===== src/adma_pkg.sv =====
// Constants and types shared by the DRAM module access controller.
package adma_pkg;
    localparam int CLK_NS      = 4;
    localparam int ROW_W       = 12;
    localparam int COL_W       = 11;
    localparam int ADDR_W      = 22;
    localparam int DATA_W      = 32;
    localparam int PAR_W       = 4;
    localparam int WORD_W      = DATA_W + PAR_W;
    localparam int STRB_W      = 4;
    localparam int REQ_W       = 1 + ADDR_W + WORD_W;
    localparam int FIFO_DEPTH  = 16;
    localparam int SYNC_STAGES = 2;
    localparam int INIT_REFS   = 8;
    localparam int REF_ROWS    = 4096;
    localparam int T_INIT_US   = 200;
    localparam int T_REF_MS    = 256;
    localparam int T_RC_NS     = 130;
    localparam int T_RCD_NS    = 20;
    localparam int T_RCD_MX_NS = 45;
    localparam int T_RAS_NS    = 70;
    localparam int T_RP_NS     = 50;
    localparam int T_RAC_NS    = 70;
    localparam int T_CPRH_NS   = 40;
    localparam int T_WP_NS     = 15;
    localparam int T_WL_NS     = 20;
    localparam int INIT_CYC    = T_INIT_US * 1000 / CLK_NS;
    localparam int REF_INT_CYC = T_REF_MS * 1000000 / REF_ROWS / CLK_NS;
    localparam int RC_CYC      = (T_RC_NS + CLK_NS - 1) / CLK_NS;
    localparam int RCD_CYC     = (T_RCD_NS + CLK_NS - 1) / CLK_NS;
    localparam int RCD_MX_CYC  = T_RCD_MX_NS / CLK_NS;
    localparam int RAS_CYC     = (T_RAS_NS + CLK_NS - 1) / CLK_NS;
    localparam int RP_CYC      = (T_RP_NS + CLK_NS - 1) / CLK_NS;
    localparam int RAC_CYC     = (T_RAC_NS + CLK_NS - 1) / CLK_NS;
    localparam int CPRH_CYC    = (T_CPRH_NS + CLK_NS - 1) / CLK_NS;
    localparam int WP_CYC      = (T_WP_NS + CLK_NS - 1) / CLK_NS;
    localparam int WL_CYC      = (T_WL_NS + CLK_NS - 1) / CLK_NS;
    localparam int CAS_LOW_CYC = RAC_CYC - RCD_CYC + SYNC_STAGES + 1;
    localparam int REF_RP_CYC  = (RC_CYC - RAS_CYC > RP_CYC) ? RC_CYC - RAS_CYC : RP_CYC;
    typedef enum logic [2:0] {
        ST_INIT, ST_IDLE, ST_ROW, ST_COL, ST_PRE_COL, ST_PRE_ROW, ST_REF
    } adma_state_type;
endpackage : adma_pkg


===== src/adma_ctrl.sv =====
// Request FIFO and fast-page DRAM module controller.
module adma_fifo #(
    parameter int WIDTH = 8,
    parameter int DEPTH = 16
)(
    input  wire logic             core_clk,
    input  wire logic             reset,
    input  wire logic             in_valid,
    output logic                  in_ready,
    input  wire logic [WIDTH-1:0] in_data,
    output logic                  out_valid,
    input  wire logic             out_ready,
    output logic      [WIDTH-1:0] out_data
);
    localparam int AW = $clog2(DEPTH);
    logic [WIDTH-1:0] mem_q [DEPTH];
    logic [AW:0]      wr_q;
    logic [AW:0]      rd_q;

    assign in_ready  = !((wr_q[AW] != rd_q[AW]) && (wr_q[AW-1:0] == rd_q[AW-1:0]));
    assign out_valid = (wr_q != rd_q);
    assign out_data  = mem_q[rd_q[AW-1:0]];

    always_ff @(posedge core_clk)
    begin
        if (in_valid && in_ready)
        begin
            mem_q[wr_q[AW-1:0]] <= in_data;
        end
    end

    always_ff @(posedge core_clk)
    begin
        if (reset)
        begin
            wr_q <= '0;
            rd_q <= '0;
        end
        else
        begin
            if (in_valid && in_ready)
            begin
                wr_q <= wr_q + 1'b1;
            end
            if (out_valid && out_ready)
            begin
                rd_q <= rd_q + 1'b1;
            end
        end
    end
endmodule : adma_fifo

// Contract
// - Wait 200 us after power-up, then give 8 row-only refreshes before access.
// - If the internal counter is used, init with 8 column-before-row refreshes.
// - Page read: row low, write high, column pulses, row then columns; data each.
// - Page write: row low, write low, column pulses, row then columns; data stored.
// - Successive random cycles start at least 110 or 130 ns apart.
// - Row-to-column strobe delay at least 20 ns, at most 45 or 50 ns.
// - Column strobe high at least 5 ns before the row strobe falls.
// - Write enable low pulse lasts at least 15 ns.
// - Write enable low at least 15 or 20 ns before row strobe rises.
// - Write enable low at least 15 or 20 ns before column strobe rises.
// - Column address valid 30 or 35 ns before row strobe rises in a read.
// - Issue 4096 refreshes in every 256 ms.
// - 12 row and 11 column bits; top row bit repeats as top column bit.
module adma_ctrl #(
    parameter int INIT_WAIT_CYC = adma_pkg::INIT_CYC,
    parameter int REF_GAP_CYC   = adma_pkg::REF_INT_CYC
)(
    input  wire logic                          core_clk,
    input  wire logic                          reset,
    input  wire logic                          req_valid,
    output logic                               req_ready,
    input  wire logic                          req_write,
    input  wire logic [adma_pkg::ADDR_W-1:0]   req_addr,
    input  wire logic [adma_pkg::WORD_W-1:0]   req_wdata,
    output logic                               rd_valid,
    output logic      [adma_pkg::WORD_W-1:0]   rd_data,
    output logic                               init_done,
    output logic      [adma_pkg::STRB_W-1:0]   row_strobe_n,
    output logic      [adma_pkg::STRB_W-1:0]   column_strobe_n,
    output logic                               write_enable_n,
    output logic      [adma_pkg::ROW_W-1:0]    mux_address,
    input  wire logic [adma_pkg::DATA_W-1:0]   data_lines_i,
    output logic      [adma_pkg::DATA_W-1:0]   data_lines_o,
    output logic                               data_lines_oe_n,
    input  wire logic [adma_pkg::PAR_W-1:0]    parity_lines_i,
    output logic      [adma_pkg::PAR_W-1:0]    parity_lines_o,
    output logic                               parity_lines_oe_n
);
    import adma_pkg::*;

    localparam logic [15:0] INIT_LOAD = 16'(INIT_WAIT_CYC - 1);
    localparam logic [15:0] GAP_LOAD  = 16'(REF_GAP_CYC - 1);
    localparam int A_RCD = RCD_CYC;
    localparam int A_RC  = RC_CYC;
    localparam int A_WL  = WL_CYC;
    localparam int A_CAS = CAS_LOW_CYC;
    localparam int A_RAC = RAC_CYC + SYNC_STAGES;

    adma_state_type      state_q;
    logic [15:0]         cnt_q;
    logic [15:0]         ref_tmr_q;
    logic                ref_pend_q;
    logic [3:0]          ref_left_q;
    logic [ROW_W-1:0]    ref_row_q;
    logic [ROW_W-1:0]    open_row_q;
    logic                cur_wr_q;
    logic                ras_n_q;
    logic                cas_n_q;
    logic                we_n_q;
    logic                doe_n_q;
    logic [ROW_W-1:0]    addr_q;
    logic [WORD_W-1:0]   dout_q;
    logic [WORD_W-1:0]   din_s1_q;
    logic [WORD_W-1:0]   din_s2_q;
    logic                init_done_q;
    logic                rd_valid_q;
    logic [WORD_W-1:0]   rd_data_q;
    logic                f_valid;
    logic                f_pop;
    logic [REQ_W-1:0]    f_data;
    logic                h_wr;
    logic [ROW_W-1:0]    h_row;
    logic [ROW_W-1:0]    h_col;
    logic [WORD_W-1:0]   h_wdata;
    logic                page_hit;
    logic                ras_p_q;
    logic [7:0]          lo_cnt_q;
    logic [7:0]          rc_cnt_q;
    logic [3:0]          init_refs_q;

    adma_fifo #(
        .WIDTH (REQ_W),
        .DEPTH (FIFO_DEPTH)
    ) u_fifo (
        .core_clk  (core_clk),
        .reset     (reset),
        .in_valid  (req_valid),
        .in_ready  (req_ready),
        .in_data   ({req_write, req_addr, req_wdata}),
        .out_valid (f_valid),
        .out_ready (f_pop),
        .out_data  (f_data)
    );

    assign h_wr    = f_data[REQ_W-1];
    assign h_row   = f_data[REQ_W-2 -: ROW_W];
    assign h_col   = {1'b0, f_data[REQ_W-2], f_data[WORD_W +: COL_W-1]};
    assign h_wdata = f_data[WORD_W-1:0];
    // A refresh that is due closes the page, which also bounds the row low time.
    assign page_hit = f_valid && !ref_pend_q && (h_row == open_row_q)
                      && (h_wr == cur_wr_q);
    assign f_pop = (cnt_q == '0) && ((state_q == ST_ROW)
                   || ((state_q == ST_PRE_COL) && page_hit));

    assign row_strobe_n      = {STRB_W{ras_n_q}};
    assign column_strobe_n   = {STRB_W{cas_n_q}};
    assign write_enable_n    = we_n_q;
    assign mux_address       = addr_q;
    assign data_lines_o      = dout_q[DATA_W-1:0];
    assign parity_lines_o    = dout_q[WORD_W-1:DATA_W];
    assign data_lines_oe_n   = doe_n_q;
    assign parity_lines_oe_n = doe_n_q;
    assign init_done         = init_done_q;
    assign rd_valid          = rd_valid_q;
    assign rd_data           = rd_data_q;

    always_ff @(posedge core_clk)
    begin
        din_s1_q <= {parity_lines_i, data_lines_i};
        din_s2_q <= din_s1_q;
    end

    always_ff @(posedge core_clk)
    begin
        if (reset)
        begin
            ref_tmr_q  <= GAP_LOAD;
            ref_pend_q <= 1'b0;
        end
        else
        begin
            ref_tmr_q <= (ref_tmr_q == '0) ? GAP_LOAD : ref_tmr_q - 16'h0001;
            if (ref_tmr_q == '0)
            begin
                ref_pend_q <= 1'b1;
            end
            else if (state_q == ST_IDLE)
            begin
                ref_pend_q <= 1'b0;
            end
        end
    end

    always_ff @(posedge core_clk)
    begin
        if (reset)
        begin
            rd_valid_q <= 1'b0;
            rd_data_q  <= '0;
        end
        else
        begin
            // Sampling after a full row access plus the synchroniser covers
            // both the column and the address governed access paths.
            rd_valid_q <= (state_q == ST_COL) && (cnt_q == '0) && !cur_wr_q;
            if ((state_q == ST_COL) && (cnt_q == '0) && !cur_wr_q)
            begin
                rd_data_q <= din_s2_q;
            end
        end
    end

    always_ff @(posedge core_clk)
    begin
        if (reset)
        begin
            state_q     <= ST_INIT;
            cnt_q       <= INIT_LOAD;
            ras_n_q     <= 1'b1;
            cas_n_q     <= 1'b1;
            we_n_q      <= 1'b1;
            doe_n_q     <= 1'b1;
            addr_q      <= '0;
            dout_q      <= '0;
            open_row_q  <= '0;
            cur_wr_q    <= 1'b0;
            ref_row_q   <= '0;
            ref_left_q  <= '0;
            init_done_q <= 1'b0;
        end
        else
        begin
            if (cnt_q != '0)
            begin
                cnt_q <= cnt_q - 16'h0001;
            end
            case (state_q)
                ST_INIT:
                begin
                    if (cnt_q == '0)
                    begin
                        // Row-only refresh is used, so no column-first count applies.
                        ref_left_q <= 4'(INIT_REFS - 1);
                        ras_n_q    <= 1'b0;
                        addr_q     <= ref_row_q;
                        cnt_q      <= 16'(RAS_CYC - 1);
                        state_q    <= ST_REF;
                    end
                end
                ST_IDLE:
                begin
                    if (ref_pend_q)
                    begin
                        ras_n_q <= 1'b0;
                        addr_q  <= ref_row_q;
                        cnt_q   <= 16'(RAS_CYC - 1);
                        state_q <= ST_REF;
                    end
                    else if (f_valid)
                    begin
                        ras_n_q    <= 1'b0;
                        we_n_q     <= !h_wr;
                        addr_q     <= h_row;
                        open_row_q <= h_row;
                        cur_wr_q   <= h_wr;
                        cnt_q      <= 16'(RCD_CYC - 1);
                        state_q    <= ST_ROW;
                    end
                end
                ST_ROW, ST_PRE_COL:
                begin
                    if (cnt_q == '0)
                    begin
                        if ((state_q == ST_ROW) || page_hit)
                        begin
                            cas_n_q <= 1'b0;
                            addr_q  <= h_col;
                            dout_q  <= h_wdata;
                            doe_n_q <= !h_wr;
                            cnt_q   <= 16'(CAS_LOW_CYC - 1);
                            state_q <= ST_COL;
                        end
                        else
                        begin
                            ras_n_q <= 1'b1;
                            we_n_q  <= 1'b1;
                            cnt_q   <= 16'(RP_CYC - 1);
                            state_q <= ST_PRE_ROW;
                        end
                    end
                end
                ST_COL:
                begin
                    if (cnt_q == '0)
                    begin
                        cas_n_q <= 1'b1;
                        doe_n_q <= 1'b1;
                        cnt_q   <= 16'(CPRH_CYC - 1);
                        state_q <= ST_PRE_COL;
                    end
                end
                ST_REF:
                begin
                    if (cnt_q == '0)
                    begin
                        ras_n_q   <= 1'b1;
                        ref_row_q <= ref_row_q + 1'b1;
                        // A refresh row pulse is short, so precharge stretches to the full cycle.
                        cnt_q     <= 16'(REF_RP_CYC - 1);
                        state_q   <= ST_PRE_ROW;
                    end
                end
                ST_PRE_ROW:
                begin
                    if ((cnt_q == '0) && (ref_left_q != '0))
                    begin
                        ref_left_q <= ref_left_q - 1'b1;
                        ras_n_q    <= 1'b0;
                        addr_q     <= ref_row_q;
                        cnt_q      <= 16'(RAS_CYC - 1);
                        state_q    <= ST_REF;
                    end
                    else if (cnt_q == '0)
                    begin
                        init_done_q <= 1'b1;
                        state_q     <= ST_IDLE;
                    end
                end
                default:
                begin
                    state_q <= ST_IDLE;
                end
            endcase
        end
    end

    always_ff @(posedge core_clk)
    begin
        if (reset)
        begin
            ras_p_q     <= 1'b1;
            lo_cnt_q    <= '0;
            rc_cnt_q    <= 8'hFF;
            init_refs_q <= '0;
        end
        else
        begin
            ras_p_q  <= ras_n_q;
            lo_cnt_q <= ras_n_q ? 8'h00 : lo_cnt_q + {7'h00, lo_cnt_q != 8'hFF};
            rc_cnt_q <= (ras_p_q && !ras_n_q) ? 8'h01
                        : rc_cnt_q + {7'h00, rc_cnt_q != 8'hFF};
            if (ras_p_q && !ras_n_q && !init_done_q)
            begin
                init_refs_q <= init_refs_q + 1'b1;
            end
        end
    end

    AST_INIT_COUNT: assert property (@(posedge core_clk) disable iff (reset)
        $rose(init_done_q) |-> init_refs_q == 4'(INIT_REFS))
        else $error("init refresh count wrong");
    AST_INIT_NO_CAS: assert property (@(posedge core_clk) disable iff (reset)
        !init_done_q |-> cas_n_q)
        else $error("column strobe low before init done");
    AST_RC: assert property (@(posedge core_clk) disable iff (reset)
        (ras_p_q && !ras_n_q) |-> rc_cnt_q >= A_RC)
        else $error("cycle time too short");
    AST_RCD: assert property (@(posedge core_clk) disable iff (reset)
        ($fell(ras_n_q) && state_q == ST_ROW) |-> ##A_RCD $fell(cas_n_q))
        else $error("row to column delay wrong");
    AST_CRP: assert property (@(posedge core_clk) disable iff (reset)
        $fell(ras_n_q) |-> cas_n_q && $past(cas_n_q, 2))
        else $error("column strobe not high before row falls");
    AST_WE_PULSE: assert property (@(posedge core_clk) disable iff (reset)
        $fell(we_n_q) |-> (!we_n_q)[*4])
        else $error("write pulse too short");
    AST_RWL: assert property (@(posedge core_clk) disable iff (reset)
        ($rose(ras_n_q) && !$past(we_n_q)) |-> $past(we_n_q, A_WL) == 1'b0)
        else $error("write to row lead too short");
    AST_CWL: assert property (@(posedge core_clk) disable iff (reset)
        ($rose(cas_n_q) && !we_n_q) |-> $past(we_n_q, A_WL) == 1'b0)
        else $error("write to column lead too short");
    AST_READ: assert property (@(posedge core_clk) disable iff (reset)
        ($fell(cas_n_q) && we_n_q) |-> ##A_CAS rd_valid_q && $rose(cas_n_q))
        else $error("read sample misplaced");
    AST_RAC: assert property (@(posedge core_clk) disable iff (reset)
        rd_valid_q |-> lo_cnt_q >= A_RAC)
        else $error("read sampled before access time");
    AST_COL_MSB: assert property (@(posedge core_clk) disable iff (reset)
        $fell(cas_n_q) |-> addr_q[COL_W-1] == open_row_q[ROW_W-1])
        else $error("column top bit not row top bit");
    AST_RELEASE: assert property (@(posedge core_clk) disable iff (reset)
        (ras_n_q || state_q == ST_REF) |-> doe_n_q)
        else $error("data driven outside an access");
    AST_REF_BOUND: assert property (@(posedge core_clk) disable iff (reset)
        (init_done_q && $rose(ref_pend_q)) |-> ##[1:100] !ref_pend_q)
        else $error("refresh not served in time");
    COV_PAGE_READ: cover property (@(posedge core_clk) disable iff (reset)
        $fell(cas_n_q) && we_n_q && lo_cnt_q > 8'(A_CAS + A_RCD));
    COV_WRITE: cover property (@(posedge core_clk) disable iff (reset)
        $fell(cas_n_q) && !we_n_q);
    COV_REFRESH: cover property (@(posedge core_clk) disable iff (reset)
        init_done_q && state_q == ST_REF);
endmodule : adma_ctrl


===== config.mk =====
export PLATFORM = sky130hd
export DESIGN_NAME = adma_ctrl
export DESIGN_NICKNAME = d
export VERILOG_FILES = /design/src/adma_pkg.sv /design/src/adma_ctrl.sv
export SDC_FILE = /design/constraint.sdc
export NUM_CORES = 1
export LEC_CHECK = 0
export ABC_AREA = 1
export BUFFER_PORTS_ARGS = -buffer_cell sky130_fd_sc_hd__buf_2
export CORE_ASPECT_RATIO = 1.25
export CORE_MARGIN = 1
export CORE_UTILIZATION = 24
export DETAILED_ROUTE_END_ITERATION = 10
export HOLD_SLACK_MARGIN = 0.15
export PLACE_DENSITY = 0.36
export RECOVER_POWER = 100
export REMOVE_ABC_BUFFERS = 1
export SLEW_MARGIN = 20
export SYNTH_ARGS = -nofsm -noshare
export SYNTH_HDL_FRONTEND = slang
export SYNTH_SLANG_ARGS = --single-unit

===== constraint.sdc =====
create_clock -name core_clk -period 4 [get_ports core_clk]
set_clock_uncertainty 0.15 [all_clocks]
set_input_delay 0.2 -clock core_clk [delete_from_list [all_inputs] [get_ports core_clk]]
set_output_delay 0.2 -clock core_clk [all_outputs]
set_load 0.02 [all_outputs]

==> results.py <==
metrics = {
    "outcome": {
        "outcome": "finished, violations left",
        "violations": "capacitance limit, slew limit",
    },
    "synth": {
        "postSynthAreaPerCell_um2": 11.82,
        "synth_most_common_cell": "edfxtp_1",
        "ys_seq_area_share_pct": 72.09,
        "yosys.area_share.xor_xnor_pct": 0.4378,
        "postSynthCellCount": 3893,
        "synth-simple-area-share_pct": 11.52,
        "synth_edf_count": 944,
        "synth_compound_area_share_pct": 11.37,
        "synth_top_family_by_area": "simple AND/OR/NAND/NOR gates",
        "synth_seq_cells": 1185,
        "yosys_warnings": 0,
        "synth-async-reset-ratio_pct": 0,
        "synth_common_cells": "edfxtp_1 (944), nor2_1 (580), o21ai_0 (504)",
        "synth_top_area_cell": "edfxtp_1",
        "synth_area_leaders": "edfxtp_1 (62%), dfxtp_1 (10%), o21ai_0 (5.5%)",
        "yosysUniqueCellTypes": 49,
        "synth_top_flop_cell": "edfxtp_1",
        "syn_area_mm2": 0.04601,
        "muxShareOfSynthArea_pct": 0,
        "synth_fa_ha_area_share_pct": 0.3263,
        "synth_top_cell_area_share_pct": 61.61,
    },
    "die": {
        "dieArea_mm2": 0.1935,
        "die_w_um": 393.6,
        "io-pin-count": 196,
        "coreArea_mm2": 0.1904,
        "rows": 179,
        "dieHeight_um": 491.5,
        "initial_utilization_pct": 24.17,
    },
    "worst_setup_path": {
        "required_ns": 4.21,
        "cpMostUsedCell": "inv_1",
        "crit_path_start_kind": "register",
        "end_kind": "register",
        "crit_arrival_ns": 3.85,
        "critPathTopFamily": "buffers and inverters",
        "slowest_stage": "clkbuf_2",
        "cp_max_fo": 25,
        "path_class": "reg -> reg",
        "cp_cell_sequence": "inv_1 -> nor2_1 -> nor3_1 -> nand3b_1 -> nand2_1 -> inv_1 -> nand3_1 -> nor2_4 -> clkbuf_2",
        "slowest_delay_ns": 1.05,
        "path_buf_inv": 3,
    },
    "place": {
        "place_area_mm2": 0.05057,
        "place.gp.congestion": 0.7628,
        "dp.final_hpwl_mm": 81.14,
        "post-place-cells": 6496,
        "port_buffers": 195,
        "pre_cts_slack_ns": 0.4784,
    },
    "global_route": {
        "grt_use_total_pct": 15.33,
        "grt_pass1_vias": 30925,
        "grt_max_degree": 118,
        "grt_first_pass_wirelength_mm": 219.0,
        "antenna_found_initial": 19,
        "grt.overflow.total": 0,
    },
    "clock_tree": {
        "htreeDepth": 4,
        "postCtsSetupBuffers": 0,
        "clk_path_buf_depth": 3,
        "clk_pin_slew_ns": 0.06,
        "cts-resized-gates": 0,
        "cts_made_buffers": 135,
        "cts_root_buffer": "clkbuf_16",
        "cts_tree": "built",
        "cts.sinks": 1185,
        "insertion_delay_ns": 0.78,
    },
    "power_and_ir_drop": {
        "p_leak_nw": 18.91,
        "power_per_cell_area_mw_per_mm2": 490.1,
        "peakVddDrop_mv": 0.3718,
        "total_power_mw": 27.19,
    },
    "cells_and_area": {
        "final_area_mm2": 0.05548,
        "final_nets": 4342,
        "drive_above_1_share_pct": 8.454,
        "syn2layout_area_growth_pct": 20.58,
        "fin_util_pct": 29.14,
        "final_cells": 6881,
    },
    "drt": {
        "wl_per_cell_um": 21.83,
        "via_count": 30788,
        "drt-vias-per-instance": 4.474,
        "drtAntennaViolNets": 0,
        "drtPass1Iterations": 6,
        "drt_iter0_markers": 2050,
        "drc": 0,
        "routed_wl_mm": 150.2,
    },
    "hold_path": {
        "hp-class": "reg -> reg",
    },
    "timing": {
        "setup_ws_ns": 0.3573,
        "finalSetupTns_ns": 0,
        "setup_viol": 0,
        "worst_pin_slew_ns": 1.753,
        "fin_crit_sh_pct": 91.07,
        "clock.fmax_mhz": 274.5,
        "min_period_ns": 3.643,
        "slew_headroom_pct": -16.86,
        "rsz0062_at_grt": "false",
        "hold_violations": 0,
        "drv_slew": 211,
        "holdWs_ns": 0.1659,
    },
    "run": {
        "cap_violations": 5,
    },
}
==> state kept, by name (all words and copies together), names as in the netlist, 5 cells and up, named ones only <==
| signal | cells |
|---|---|
| din_s1_q | 36 |
| ref_tmr_q | 16 |
| u_fifo.wr_q | 5 |
| din_s2_q | 36 |
| cnt_q | 16 |
| u_fifo.rd_q | 5 |
| u_fifo.mem_q | 944 |
| ref_row_q | 12 |
| dout_q | 36 |
| rd_data | 36 |
| mux_address | 12 |
| open_row_q | 12 |
==> per-layer routing <==
metal / share of wire [%] / wire length (µm) / track usage [%]
met1: 46 / 69430 / 20.43
met2: 48 / 71790 / 25.72
met3: 3.8 / 5765 / 2.575
met4: 2.1 / 3092 / 3.808
met5: 0.067 / 101 / 0
==> repair_timing <==
action / CTS / global route
endpoints found under the setup margin: 0 / 0
hold buffers: 133 / 0
hold endpoints to repair: 1039 / 0
==> cell type report <==
type                       instances  area [µm²]
fill                           19764      134900
sequential                      1185       33190
multi-input combinational       2234       10920
clock buffer                     193        3821
tap                             2534        3171
timing repair buffer             438        3048
inverter                         238       925.9
clock inverter                    53       394.1
antenna                            6       15.01
==> where the power goes <==
part	internal, mW	switching, mW	total, mW
combinational	0.459	1.07	1.53
sequential	13.6	0.119	13.7
clock	6.85	5.12	12.0
==> final timing paths <==
| path | startpoint | end | slack, ns | depth (start not counted) |
|---|---|---|---|---|
| worst max-delay path | u_fifo.wr_q[3]$_SDFFE_PP0P_ | u_fifo.mem_q[11][21]$_DFFE_PP_ | 0.36 | 9 |
| worst min-delay path | din_s1_q[29]$_DFF_P_ | din_s2_q[29]$_DFF_P_ | 0.17 | 0 |
| worst min register to register | din_s1_q[29]$_DFF_P_ | din_s2_q[29]$_DFF_P_ | 0.17 | 0 |
| worst max register to register | u_fifo.wr_q[3]$_SDFFE_PP0P_ | u_fifo.mem_q[11][21]$_DFFE_PP_ | 0.36 | 9 |
==> placed cells by master, fill, tap and decap left out, drive strengths merged, types with 109 or more instances in the layout <==
| cell | count |
|---|---|
| inv | 245 |
| buf | 109 |
| nand3 | 184 |
| edfxtp | 944 |
| dfxtp | 241 |
| dlygate4sd3 | 133 |
| nand2 | 479 |
| nor2 | 586 |
| o21ai | 524 |
| clkbuf | 389 |
==> cell families (layout without fill, tap and decap cells) <==
kind of cell / Yosys count / after routing
adder cells (fa/ha/maj): 12 / 12
AND/OR/NAND/NOR: 1308 / 1308
buffers and inverters: 474 / 922
AO/OA/AOI/OAI: 891 / 891
other: 0 / 6
XOR/XNOR: 23 / 23
flip-flops: 1185 / 1185
Power figures use the tool's default switching activity.
